### config.mk
export PLATFORM = sky130hd
export DESIGN_NAME = cif_top
export DESIGN_NICKNAME = d
export VERILOG_FILES = /design/src/shared/cif_pkg.sv /design/src/core/cif_gate.sv /design/src/core/cif_ack.sv /design/src/core/cif_top.sv
export SDC_FILE = /design/constraint.sdc
export NUM_CORES = 2
export LEC_CHECK = 0
export BUFFER_PORTS_ARGS = -buffer_cell sky130_fd_sc_hd__buf_2
export CELL_PAD_IN_SITES_DETAIL_PLACEMENT = 0
export CELL_PAD_IN_SITES_GLOBAL_PLACEMENT = 1
export CORE_ASPECT_RATIO = 2
export CORE_MARGIN = 2
export CORE_UTILIZATION = 51
export DETAILED_ROUTE_END_ITERATION = 8
export GPL_TIMING_DRIVEN = 0
export PLACE_DENSITY = 0.87
export SYNTH_ARGS = -nofsm -noshare
export SYNTH_HDL_FRONTEND = slang
export SYNTH_SLANG_ARGS = --single-unit
### constraint.sdc
create_clock -name core_clk -period 5.3 [get_ports core_clk]
set_input_delay 1.59 -clock core_clk [delete_from_list [all_inputs] [get_ports core_clk]]
set_output_delay 1.59 -clock core_clk [all_outputs]
set_load 0.01 [all_outputs]
### src/shared/cif_pkg.sv
// Constants shared by the CPU interface register block
`default_nettype none
package cif_pkg;
  localparam int ADDR_W = 13;
  localparam int ID_W = 10;
  localparam int PRIO_W = 8;
  localparam int BPR_W = 3;
  // Byte offsets within one CPU interface
  localparam logic [12:0] OFF_CTL = 13'h0000;
  localparam logic [12:0] OFF_PMR = 13'h0004;
  localparam logic [12:0] OFF_BPR = 13'h0008;
  localparam logic [12:0] OFF_IAR = 13'h000C;
  localparam logic [12:0] OFF_EOIR = 13'h0010;
  localparam logic [12:0] OFF_RPR = 13'h0014;
  localparam logic [12:0] OFF_HPPIR = 13'h0018;
  localparam logic [12:0] OFF_ABPR = 13'h001C;
  localparam logic [12:0] OFF_AIAR = 13'h0020;
  localparam logic [12:0] OFF_AEOIR = 13'h0024;
  localparam logic [12:0] OFF_AHPPIR = 13'h0028;
  localparam logic [12:0] OFF_APR = 13'h00D0;
  localparam logic [12:0] OFF_NSAPR = 13'h00E0;
  localparam logic [12:0] OFF_IIDR = 13'h00FC;
  localparam logic [12:0] OFF_DIR = 13'h1000;
  // Control field positions
  localparam int CTL_G0_BIT = 0;
  localparam int CTL_G1_BIT = 1;
  localparam int CTL_ACK_BIT = 2;
  localparam int CTL_NS_G1_BIT = 0;
  // Values after reset
  localparam logic [9:0] SPURIOUS_ID = 10'h3FF;
  localparam logic [7:0] RST_PMR = 8'h00;
  localparam logic [7:0] IDLE_PRIO = 8'hFF;
  localparam logic [2:0] RST_BPR_S = 3'h2;
  localparam logic [2:0] RST_BPR_NS = 3'h3;
  localparam logic [31:0] RST_APR = 32'h00000000;
  // Arbitrary identification value, names no maker
  localparam logic [31:0] IIDR_VALUE = 32'h0001A5C0;
endpackage : cif_pkg
`default_nettype wire

### src/core/cif_gate.sv
// Distributor group gating of the highest pending interrupt
`timescale 1ns/1ps
`default_nettype none
module cif_gate #(
  parameter int NUM_CPU = 8
) (
  input wire logic dist_grp0_en,
  input wire logic dist_grp1_en,
  input wire logic [NUM_CPU-1:0] hp_valid,
  input wire logic [NUM_CPU-1:0] hp_group,
  output logic [NUM_CPU-1:0] fwd_valid
);
  // The candidate is the overall highest pending one, so a candidate
  // in a disabled group blocks every lower one behind it
  always_comb begin
    for (int c = 0; c < NUM_CPU; c++) begin
      fwd_valid[c] = hp_valid[c] && (hp_group[c] ? dist_grp1_en : dist_grp0_en);
    end
  end
  // Both enables low forwards nothing; acknowledge reads see spurious // R11 R12
  // Pending state is set upstream, enables do not gate it here // R13
endmodule : cif_gate
`default_nettype wire

### src/core/cif_ack.sv
// Decides which group an acknowledge or pending read may return
`timescale 1ns/1ps
`default_nettype none
module cif_ack (
  input wire logic fwd_valid,
  input wire logic fwd_group,
  input wire logic [9:0] fwd_id,
  input wire logic pri_ok,
  input wire logic g0en,
  input wire logic g1en,
  input wire logic acknowledge_control,
  input wire logic secure,
  input wire logic aliased,
  output logic hit,
  output logic [9:0] id
);
  logic take_g0;
  logic take_g1;
  always_comb begin
    take_g0 = 1'b0;
    take_g1 = 1'b0;
    if (aliased) begin
      take_g1 = g1en;
    end else if (!secure) begin
      take_g1 = g1en;
    end else if (!acknowledge_control) begin
      take_g0 = g0en;
    end else if (!g0en) begin
      take_g1 = g1en;
    end else begin
      take_g0 = 1'b1;
      take_g1 = g1en;
    end
    // Disabled group reports spurious on the pending view too // R18
    hit = fwd_valid && pri_ok && (fwd_group ? take_g1 : take_g0);
    id = hit ? fwd_id : cif_pkg::SPURIOUS_ID;
  end
endmodule : cif_ack
`default_nettype wire

### src/core/cif_top.sv
// CPU interface register banks, enable gating and acknowledge logic
`timescale 1ns/1ps
`default_nettype none
//////////////////////////////////////////////////////////////////////
// Summary of operation
// registers 32 bits, reserved read zero
// one register copy per CPU interface
// same offsets for every processor
// full word accesses honour access type
// halfword access support is our choice
// sub-word lanes little endian
// secure and non-secure banked copies
// per-processor banking of private state
// distributor group enables gate forwarding
// interface group enables gate signalling
// both distributor groups off: nothing forwarded
// both off: acknowledge reads return spurious
// pending while disabled is implementation choice
// one group off blocks its top candidate
// software keeps group 0 above group 1
// group 0 off: acknowledge read spurious
// group 1 off: aliased acknowledge spurious
// disabled group pending view is our choice
// legacy mode, group 1 off: non-secure spurious
// legacy mode, only group 1: acknowledge aliases
// legacy mode, group 1 off: aliased spurious
// software should keep legacy mode off
// read-only writes ignored, write-only reads zero
// reset loads all listed values
module cif_top #(
  parameter int NUM_CPU = 8,
  localparam int CPU_W = (NUM_CPU > 1) ? $clog2(NUM_CPU) : 1
) (
  input wire logic core_clk,
  input wire logic resetn,
  input wire logic reg_req,
  input wire logic reg_wr,
  input wire logic [12:0] reg_addr,
  input wire logic [3:0] reg_be,
  input wire logic [31:0] reg_wdata,
  input wire logic reg_secure,
  input wire logic [CPU_W-1:0] reg_cpu,
  output logic [31:0] reg_rdata,
  output logic reg_ack,
  input wire logic dist_grp0_en,
  input wire logic dist_grp1_en,
  input wire logic [NUM_CPU-1:0] hp_valid,
  input wire logic [NUM_CPU-1:0] hp_group,
  input wire logic [NUM_CPU-1:0][9:0] hp_id,
  input wire logic [NUM_CPU-1:0][7:0] hp_prio,
  output logic [NUM_CPU-1:0] cpu_irq,
  output logic ack_valid,
  output logic [9:0] ack_id,
  output logic [CPU_W-1:0] ack_cpu,
  output logic eoi_valid,
  output logic [9:0] eoi_id,
  output logic [CPU_W-1:0] eoi_cpu,
  output logic dir_valid,
  output logic [9:0] dir_id,
  output logic [CPU_W-1:0] dir_cpu
);
  if (NUM_CPU < 1 || NUM_CPU > 8) begin : g_num_cpu_check
    $error("NUM_CPU must lie in 1..8");
  end

  //////////////////////////////////////////////////////////////////
  typedef struct packed {
    logic [NUM_CPU-1:0] g0en;
    logic [NUM_CPU-1:0] g1en;
    logic [NUM_CPU-1:0] acknowledge_control;
    logic [NUM_CPU-1:0][2:0] bpr_s;
    logic [NUM_CPU-1:0][2:0] bpr_ns;
    logic [NUM_CPU-1:0][7:0] pmr;
    logic [NUM_CPU-1:0][7:0] rpr;
    logic [NUM_CPU-1:0][31:0] apr;
    logic [NUM_CPU-1:0][31:0] nsapr;
    logic [NUM_CPU-1:0] irq;
    logic [31:0] rdata;
    logic ack;
    logic ack_v;
    logic [9:0] ack_id;
    logic [CPU_W-1:0] ack_cpu;
    logic eoi_v;
    logic [9:0] eoi_id;
    logic [CPU_W-1:0] eoi_cpu;
    logic dir_v;
    logic [9:0] dir_id;
    logic [CPU_W-1:0] dir_cpu;
  } cif_state_s;

  cif_state_s st;
  cif_state_s next_st;

  // Byte lanes merge low address to low bits
  function automatic logic [31:0] cif_merge(
    input logic [31:0] old,
    input logic [31:0] wd,
    input logic [3:0] be
  );
    logic [31:0] res;
    res = old;
    for (int b = 0; b < 4; b++) begin
      if (be[b]) begin
        res[8*b +: 8] = wd[8*b +: 8];
      end
    end
    return res;
  endfunction : cif_merge

  //////////////////////////////////////////////////////////////////
  logic [NUM_CPU-1:0] fwd_valid;
  logic cpu_ok;
  logic rd;
  logic wr;
  logic is_ack_addr;
  logic is_alias;
  logic cur_g0;
  logic cur_g1;
  logic cur_acknowledge_control;
  logic cur_pri_ok;
  logic sel_hit;
  logic [9:0] sel_id;

  cif_gate #(
    .NUM_CPU(NUM_CPU)
  ) u_gate (
    .dist_grp0_en(dist_grp0_en),
    .dist_grp1_en(dist_grp1_en),
    .hp_valid(hp_valid),
    .hp_group(hp_group),
    .fwd_valid(fwd_valid)
  );

  // Every processor uses the same offsets; reg_cpu picks its own copy
  assign cpu_ok = 32'(reg_cpu) < NUM_CPU;
  assign rd = reg_req && !reg_wr && cpu_ok;
  assign wr = reg_req && reg_wr && cpu_ok;
  assign is_ack_addr = reg_addr == cif_pkg::OFF_IAR || reg_addr == cif_pkg::OFF_AIAR;
  assign is_alias = reg_addr == cif_pkg::OFF_AIAR || reg_addr == cif_pkg::OFF_AHPPIR;
  assign cur_g0 = st.g0en[reg_cpu];
  assign cur_g1 = st.g1en[reg_cpu];
  assign cur_acknowledge_control = st.acknowledge_control[reg_cpu];
  // Only acknowledges honour the mask; the pending view ignores it
  assign cur_pri_ok = !is_ack_addr
    || (hp_prio[reg_cpu] < st.pmr[reg_cpu] && hp_prio[reg_cpu] < st.rpr[reg_cpu]);

  cif_ack u_ack (
    .fwd_valid(fwd_valid[reg_cpu]),
    .fwd_group(hp_group[reg_cpu]),
    .fwd_id(hp_id[reg_cpu]),
    .pri_ok(cur_pri_ok),
    .g0en(cur_g0),
    .g1en(cur_g1),
    .acknowledge_control(cur_acknowledge_control),
    .secure(reg_secure),
    .aliased(is_alias),
    .hit(sel_hit),
    .id(sel_id)
  );

  //////////////////////////////////////////////////////////////////
  always_comb begin
    next_st = st;
    next_st.ack = reg_req;
    next_st.ack_v = 1'b0;
    next_st.eoi_v = 1'b0;
    next_st.dir_v = 1'b0;
    next_st.rdata = '0;
    for (int c = 0; c < NUM_CPU; c++) begin
      next_st.irq[c] = fwd_valid[c]
        && (hp_group[c] ? st.g1en[c] : st.g0en[c])
        && hp_prio[c] < st.pmr[c] && hp_prio[c] < st.rpr[c];
    end
    if (rd) begin
      case (reg_addr)
        cif_pkg::OFF_CTL: begin
          if (reg_secure) begin
            next_st.rdata[cif_pkg::CTL_G0_BIT] = cur_g0;
            next_st.rdata[cif_pkg::CTL_G1_BIT] = cur_g1;
            next_st.rdata[cif_pkg::CTL_ACK_BIT] = cur_acknowledge_control;
          end else begin
            next_st.rdata[cif_pkg::CTL_NS_G1_BIT] = cur_g1;
          end
        end
        cif_pkg::OFF_PMR: next_st.rdata[7:0] = st.pmr[reg_cpu];
        cif_pkg::OFF_BPR: begin
          next_st.rdata[2:0] = reg_secure ? st.bpr_s[reg_cpu] : st.bpr_ns[reg_cpu];
        end
        cif_pkg::OFF_RPR: next_st.rdata[7:0] = st.rpr[reg_cpu];
        cif_pkg::OFF_IAR, cif_pkg::OFF_HPPIR: begin
          next_st.rdata[9:0] = sel_id;
        end
        cif_pkg::OFF_AIAR, cif_pkg::OFF_AHPPIR: begin
          if (reg_secure) begin
            next_st.rdata[9:0] = sel_id;
          end
        end
        cif_pkg::OFF_ABPR: begin
          if (reg_secure) begin
            next_st.rdata[2:0] = st.bpr_ns[reg_cpu];
          end
        end
        cif_pkg::OFF_APR: next_st.rdata = st.apr[reg_cpu];
        cif_pkg::OFF_NSAPR: begin
          if (reg_secure) begin
            next_st.rdata = st.nsapr[reg_cpu];
          end
        end
        cif_pkg::OFF_IIDR: next_st.rdata = cif_pkg::IIDR_VALUE;
        // Write-only and reserved offsets read as zero
        default: next_st.rdata = '0;
      endcase
      // Acknowledge takes the interrupt and raises running priority
      if (is_ack_addr && sel_hit && (reg_secure || !is_alias)) begin
        next_st.ack_v = 1'b1;
        next_st.ack_id = sel_id;
        next_st.ack_cpu = reg_cpu;
        next_st.rpr[reg_cpu] = hp_prio[reg_cpu];
      end
    end
    if (wr) begin
      case (reg_addr)
        cif_pkg::OFF_CTL: begin
          if (reg_be[0]) begin
            if (reg_secure) begin
              next_st.g0en[reg_cpu] = reg_wdata[cif_pkg::CTL_G0_BIT];
              next_st.g1en[reg_cpu] = reg_wdata[cif_pkg::CTL_G1_BIT];
              next_st.acknowledge_control[reg_cpu] = reg_wdata[cif_pkg::CTL_ACK_BIT];
            end else begin
              next_st.g1en[reg_cpu] = reg_wdata[cif_pkg::CTL_NS_G1_BIT];
            end
          end
        end
        cif_pkg::OFF_PMR: begin
          if (reg_be[0]) begin
            next_st.pmr[reg_cpu] = reg_wdata[7:0];
          end
        end
        cif_pkg::OFF_BPR: begin
          if (reg_be[0] && reg_secure) begin
            next_st.bpr_s[reg_cpu] = reg_wdata[2:0];
          end else if (reg_be[0]) begin
            next_st.bpr_ns[reg_cpu] = reg_wdata[2:0];
          end
        end
        cif_pkg::OFF_ABPR: begin
          if (reg_be[0] && reg_secure) begin
            next_st.bpr_ns[reg_cpu] = reg_wdata[2:0];
          end
        end
        cif_pkg::OFF_EOIR, cif_pkg::OFF_AEOIR: begin
          if (reg_secure || reg_addr == cif_pkg::OFF_EOIR) begin
            next_st.eoi_v = 1'b1;
            next_st.eoi_id = reg_wdata[9:0];
            next_st.eoi_cpu = reg_cpu;
            // Single active level: completion drops back to idle
            next_st.rpr[reg_cpu] = cif_pkg::IDLE_PRIO;
          end
        end
        cif_pkg::OFF_DIR: begin
          next_st.dir_v = 1'b1;
          next_st.dir_id = reg_wdata[9:0];
          next_st.dir_cpu = reg_cpu;
        end
        cif_pkg::OFF_APR: begin
          next_st.apr[reg_cpu] = cif_merge(st.apr[reg_cpu], reg_wdata, reg_be);
        end
        cif_pkg::OFF_NSAPR: begin
          if (reg_secure) begin
            next_st.nsapr[reg_cpu] = cif_merge(st.nsapr[reg_cpu], reg_wdata, reg_be);
          end
        end
        // Read-only and reserved offsets ignore writes
        default: next_st.rdata = '0;
      endcase
    end
  end

  always_ff @(posedge core_clk or negedge resetn) begin
    if (!resetn) begin
      st <= '0;
      st.pmr <= {NUM_CPU{cif_pkg::RST_PMR}};
      st.rpr <= {NUM_CPU{cif_pkg::IDLE_PRIO}};
      st.bpr_s <= {NUM_CPU{cif_pkg::RST_BPR_S}};
      st.bpr_ns <= {NUM_CPU{cif_pkg::RST_BPR_NS}};
      st.apr <= {NUM_CPU{cif_pkg::RST_APR}};
      st.nsapr <= {NUM_CPU{cif_pkg::RST_APR}};
    end else begin
      st <= next_st;
    end
  end

  assign reg_rdata = st.rdata;
  assign reg_ack = st.ack;
  assign cpu_irq = st.irq;
  assign ack_valid = st.ack_v;
  assign ack_id = st.ack_id;
  assign ack_cpu = st.ack_cpu;
  assign eoi_valid = st.eoi_v;
  assign eoi_id = st.eoi_id;
  assign eoi_cpu = st.eoi_cpu;
  assign dir_valid = st.dir_v;
  assign dir_id = st.dir_id;
  assign dir_cpu = st.dir_cpu;
endmodule : cif_top
`default_nettype wire

Word level (Yosys, flattened, before mapping)
Index checks and enable logic that the tools add are counted.
{"block": "op_classes", "reduce_logical": 65, "muxes": 129, "n_lt_le_gt_ge": 20, "n_bitwise": 1, "n_eq_ne": 17}
{"cell": "$mux W256", "count": 3}
{"cell": "$mux W576", "count": 1}
{"cell": "$bwmux W256", "count": 2}
{"cell": "$mux W8", "count": 33}
{"cell": "$mux W64", "count": 4}
{"cell": "$mux W32", "count": 7}
{"cell": "$bmux W32 S3", "count": 2}
{"cell": "$lt A8 B8 Y1", "count": 18}
{"cell": "$bwmux W64", "count": 2}
{"cell": "$demux W32 S3", "count": 1}
{"cell": "$bmux W8 S3", "count": 3}
{"cell": "$mux W24", "count": 3}
{"cell": "$mux W14", "count": 5}
{"cell": "$pmux W22 S3", "count": 1}
{"cell": "$or A64 B64 Y64", "count": 1}
{"cell": "$eq A13 B5 Y1 const B", "count": 4}
{"cell": "$bwmux W24", "count": 2}
{"cell": "$pmux W24 S2", "count": 1}
{"cell": "$logic_and A1 B1 Y1", "count": 41}
{"cell": "$eq A13 B6 Y1 const B", "count": 3}
{"cell": "$eq A13 B8 Y1 const B", "count": 3}
{"cell": "$pmux W5 S7", "count": 1}
{"cell": "$bwmux W8", "count": 4}
{"cell": "$mux W1", "count": 31}
{"cell": "other kinds (28)", "count": 56}
{"block": "word_totals", "output_inout_bits": 83, "reg_bits": 795}

Longest topological paths before layout
{"block": "logic_depth", "word_depth": 16, "mapped_depth": 22, "depth_no_buf": 14}

Modules after synthesis
From an unflattened synthesis, not the netlist that was laid out.
{"block": "unflattened", "cells_unflattened": 3850, "hier_area_um2": 40570.2}
{"mod": "cif_top", "area_per_inst_um2": 40317.4, "cells_per_inst": 3817, "instances": 1, "seq_area_each_um2": 20004.2}
{"mod": "cif_gate", "area_per_inst_um2": 135.1, "cells_per_inst": 17, "instances": 1, "seq_area_each_um2": 0.0}
{"mod": "cif_ack", "area_per_inst_um2": 117.6, "cells_per_inst": 16, "instances": 1, "seq_area_each_um2": 0.0}

Worst setup path before layout
No wires, ideal clock.
{"block": "synth_path", "path_type": "input-to-reg", "from": "in reg_cpu[1]", "to": "reg st (netlist bit ack_cpu[0])", "arrival_time_ns": 5.351, "setup_slack_ns": -0.176, "stages": 20, "cell_sequence": "buf_4 -> buf_6 -> buf_6 -> buf_4 -> buf_4 -> buf_4 -> buf_4 -> nor2_1 -> a221oi_1 -> inv_1 -> ha_1 -> nand3_1 -> a21oi_1 -> a2111o_1 -> a2111o_1 -> nor3_2 -> and2_1 -> buf_4 -> buf_6 -> mux2_2"}
{"block": "synth_via", "elab_chain_cells": 11}
{"element": "from (decl)", "line_no": "cif_top.sv:42", "rtl": "input wire logic [CPU_W-1:0] reg_cpu,"}
{"element": "parallel branches: the longest is 7 deep, another holds $lt A8 B8 Y1"}
{"element": "$logic_and A1 B1 Y1 (*)", "line_no": "cif_ack.sv:35", "rtl": "hit = fwd_valid && pri_ok && (fwd_group ? take_g1 : take_g0);"}
{"element": "$logic_and A1 B1 Y1 (*) (2 in series)", "line_no": "cif_top.sv:214", "rtl": "if (is_ack_addr && sel_hit && (reg_secure || !is_alias)) begin"}
{"element": "$reduce_and A2 Y1 (no line) (*)"}
{"element": "to (signal assigned)", "line_no": "cif_top.sv:289", "rtl": "st <= next_st;"}
{"element": "to (decl)", "line_no": "cif_top.sv:91", "rtl": "cif_state_s st;"}
Every way passes the cells marked *. The select of a mux whose other input is x is not followed.
A chain may end at the register's enable or synchronous reset.

==> impl_metrics.py <==
metrics = {
    "status": {
        "status": "finished with violations",
        "violations": "setup timing",
    },
    "critical_path": {
        "start_kind": "input pin",
        "crit_start": "reg_cpu[0]",
        "cp_max_fo": 10,
        "crit_arrival_ns": 5.92,
        "cp-end-kind": "flop",
        "critPathSlowestCell": "nor4_1",
        "cpPeakStageDelay_ns": 0.60,
        "crit_required_ns": 5.81,
        "worst_path_dominant_cell_family": "buffers and inverters",
        "r2r_start": "st[686]",
        "critical_path_class": "input pin to flop",
        "cp_cell_sequence": "buf_2 > buf_4 > buf_12 > and3_1 > buf_6 > buf_6 > buf_8 > a221oi_4 > inv_2 > ha_1 > nand4_1 > a21oi_1 > a2111o_1 > a2111o_1 > buf_4 > nor2_1 > nand2_1 > nor4_1",
        "critPathBufInv": 8,
    },
    "pwr": {
        "finalPower_mw": 13.5,
        "p_per_area_mw_per_mm2": 285,
        "switching_power_mw": 3.61,
        "swShare_pct": 26.7,
        "power_frac_comb_pct": 9.8,
        "seq_power_share_pct": 44.9,
        "ir_drop_mv": 0.533,
        "p_int_mw": 9.89,
        "leakage_nw": 21.6,
        "clkPwrFrac_pct": 45.3,
    },
    "logic_synthesis": {
        "synth-async-reset-ratio_pct": 100,
        "yosys_warnings": 0,
        "synth-main-ff-cell": "dfrtp_1",
        "syn_area_mm2": 0.0404,
        "ys_ff_latch": 795,
        "synthCells": 4131,
        "synth_edf_count": 0,
        "synth.avg_cell_area_um2": 9.78,
        "syn_nets": 4476,
        "synth.distinct_cells": 69,
        "ys_seq_area_share_pct": 49.5,
    },
    "sta": {
        "fmax_mhz": 185,
        "fin_worst_skew_ns": 0.0300,
        "hold_viol": 0,
        "whs_ns": 0.481,
        "final-max-slew-violation-count": 0,
        "period_share_pct": 102,
        "layout_setup_ws_ns": -0.112,
        "setup_tns_ns": -0.112,
        "setup_viol": 1,
        "max_slew_margin_pct": 3.18,
        "post-route-min-period_ns": 5.41,
        "rsz0062_at_grt": "false",
        "worstMarginPinSlew_ns": 1.45,
    },
    "min_path": {
        "min-delay-path-class": "flop to flop",
        "hp-start": "st[104]",
    },
    "placement": {
        "dpl_worst_slack_ns": -2.32,
        "dpl_cell_area_mm2": 0.0435,
        "dp_cells": 5476,
        "port_buffers": 295,
        "dp_hpwl_mm": 133,
        "place_congestion": 1.01,
    },
    "global_routing": {
        "antenna_found_initial": 13,
        "use_met3_pct": 14.7,
        "grt_busiest_layer": "met2",
        "grt_overflow": 0,
        "track_usage_pct": 45.5,
        "grt_first_pass_wirelength_mm": 263,
        "grt_max_degree": 113,
        "met2_usage_pct": 65.0,
        "use_met1_pct": 57.7,
        "grt_pass1_vias": 36352,
    },
    "layout": {
        "num-nets-final": 4904,
        "fin_util_pct": 60.2,
        "fillers": 6840,
        "fin_cells": 5665,
        "fin_area_mm2": 0.0474,
        "drive_gt1_share_pct": 23.0,
        "multi_input_area_mm2": 0.0182,
        "area_growth_pct": 17.3,
        "ff_latch_area_mm2": 0.0200,
    },
    "floorplan": {
        "core_mm2": 0.0787,
        "rows": 146,
        "die_w_um": 203,
        "io_pins": 302,
        "start_util_pct": 51.3,
        "chipHeight_um": 402,
        "die-area_mm2": 0.0816,
    },
    "clock_tree": {
        "cts_buffer_depth": 3,
        "clock_latency_ns": 0.68,
        "cts.sinks": 795,
        "tritoncts": "yes",
        "cts_max_level": 3,
        "clock-root-buffer": "clkbuf_16",
        "cts_buffers": 74,
        "path_clk_slew_ns": 0.07,
    },
    "run": {
        "cap_violations": 0,
    },
    "drt": {
        "drtAntennaViolNets": 0,
        "drc": 0,
        "wl_per_cell_um": 33.1,
        "wirelength_mm": 187,
        "drt_iter0_markers": 5208,
        "num_vias": 37888,
        "detail_route.first_pass.iterations": 9,
        "via_per_inst": 6.69,
    },
}
-- sequential cells by signal (all words and copies together) (netlist names) --
register,cells
reg_ack,1
st,712
eoi_id,10
reg_rdata,32
eoi_cpu,3
ack_valid,1
ack_cpu,3
dir_id,10
cpu_irq,8
dir_cpu,3
eoi_valid,1
ack_id,10
dir_valid,1
-- kinds of logic (layout without fill, tap and decap cells) --
group | after synthesis | after routing | synth area share [%]
XOR/XNOR | 1 | 1 | 0.0217
AND/OR/NAND/NOR | 1116 | 1116 | 12.1
AO/OA/AOI/OAI | 1307 | 1307 | 20.2
buffers and inverters | 508 | 998 | 6.08
other | 0 | 8 | 0
flip-flops | 795 | 795 | 49.5
multiplexers | 278 | 278 | 8.21
adder cells (fa/ha/maj) | 126 | 126 | 3.90
-- timing repair --
action | in CTS | in global routing
pin swaps | 10 | 5
hold buffers | 0 | 0
setup buffers | 26 | 22
gates resized for setup | 169 | 43
endpoints found under the setup margin | 367 | 86
-- cells in the mapped netlist, drive strengths merged, types with 4 or more instances --
library cell | instances | area (um^2)
a22oi | 224 | 1680
a2111oi | 8 | 70.1
o21ai | 609 | 3050
and2 | 11 | 68.8
a21oi | 129 | 646
or3 | 5 | 36.3
nor2b | 6 | 37.5
ha | 126 | 1580
mux4 | 23 | 518
a22o | 27 | 236
and4 | 13 | 114
and3 | 8 | 50.1
o221ai | 8 | 70.1
or2 | 10 | 62.6
nand2b | 56 | 350
a211o | 4 | 35.0
dfrtp | 707 | 17700
nor4 | 8 | 95.1
a21o | 70 | 526
a211oi | 65 | 488
clkbuf | 184 | 691
o22ai | 20 | 125
nand4 | 41 | 257
or4 | 5 | 41.3
inv | 135 | 507
o21a | 5 | 37.5
a221oi | 58 | 508
nand3 | 40 | 200
mux2i | 59 | 591
buf | 188 | 1250
nand2 | 711 | 2740
mux2 | 196 | 2210
nor3 | 17 | 115
a31oi | 26 | 163
a2111o | 4 | 45.0
a221o | 15 | 150
a222oi | 9 | 90.1
nor2 | 178 | 668
dfstp | 88 | 2310
-- layout by cell type (no fill, tap or decap), types with 15 or more instances in the layout --
cell type,n
o22ai_1,20
a22oi_1,224
nand3_1,40
buf_2,322
ha_1,125
nand2_2,27
mux2_2,193
buf_4,139
a21oi_1,126
dfstp_2,88
nor2_1,172
mux2i_1,57
a22o_1,27
clkbuf_16,76
buf_1,22
nand2b_1,55
o21ai_1,38
nand4_1,41
dfrtp_1,707
a221oi_1,50
a211oi_1,63
inv_1,133
clkbuf_1,171
buf_12,17
o21ai_0,571
nand2_1,683
a221o_1,15
buf_6,20
a21o_1,70
mux4_2,23
a31oi_1,26
clkbuf_8,16
-- area by class of cell --
class	count	share of cell area, %
sequential	795	42.2
buffer	367	5.14
inverter	136	1.10
antenna	8	0.0423
timing repair buffer	357	4.54
tap	1036	2.74
clock buffer	101	4.51
multi-input combinational	2828	38.4
clock inverter	37	1.30
-- routing by layer --
layer,vias to the layer above,share of wire [%]
met2,2906,42
met1,18642,36
met4,10,8.7
met3,792,13
li1,15538,-
met5,-,0.035
-- power groups by stage --
stage	Clock (mW)	Combinational, mW	Sequential [mW]
global route	6.29	1.35	6.07
CTS	6.09	1.24	6.07
global placement	0	1.14	6.19
floorplan	0	0.455	6.18
detailed placement	0	1.17	6.18
finish	6.11	1.32	6.07
-- final timing paths --
path	to	slack (ns)	cells past startpoint
setup / recovery	ack_valid	-0.11	18
hold / removal	st[104]	0.48	2
setup reg to reg	ack_valid	1.40	14
hold reg to reg	st[104]	0.48	2
max in group asynchronous	st[688]	2.43	4
min in group asynchronous	st[356]	0.87	1
-- worst min-delay path, cell delays in order (launching register included) --
cell     delay [ns]
dfrtp_1        0.34
nand2_1        0.04
o21ai_0        0.06
(Power assumes the default switching activity.)
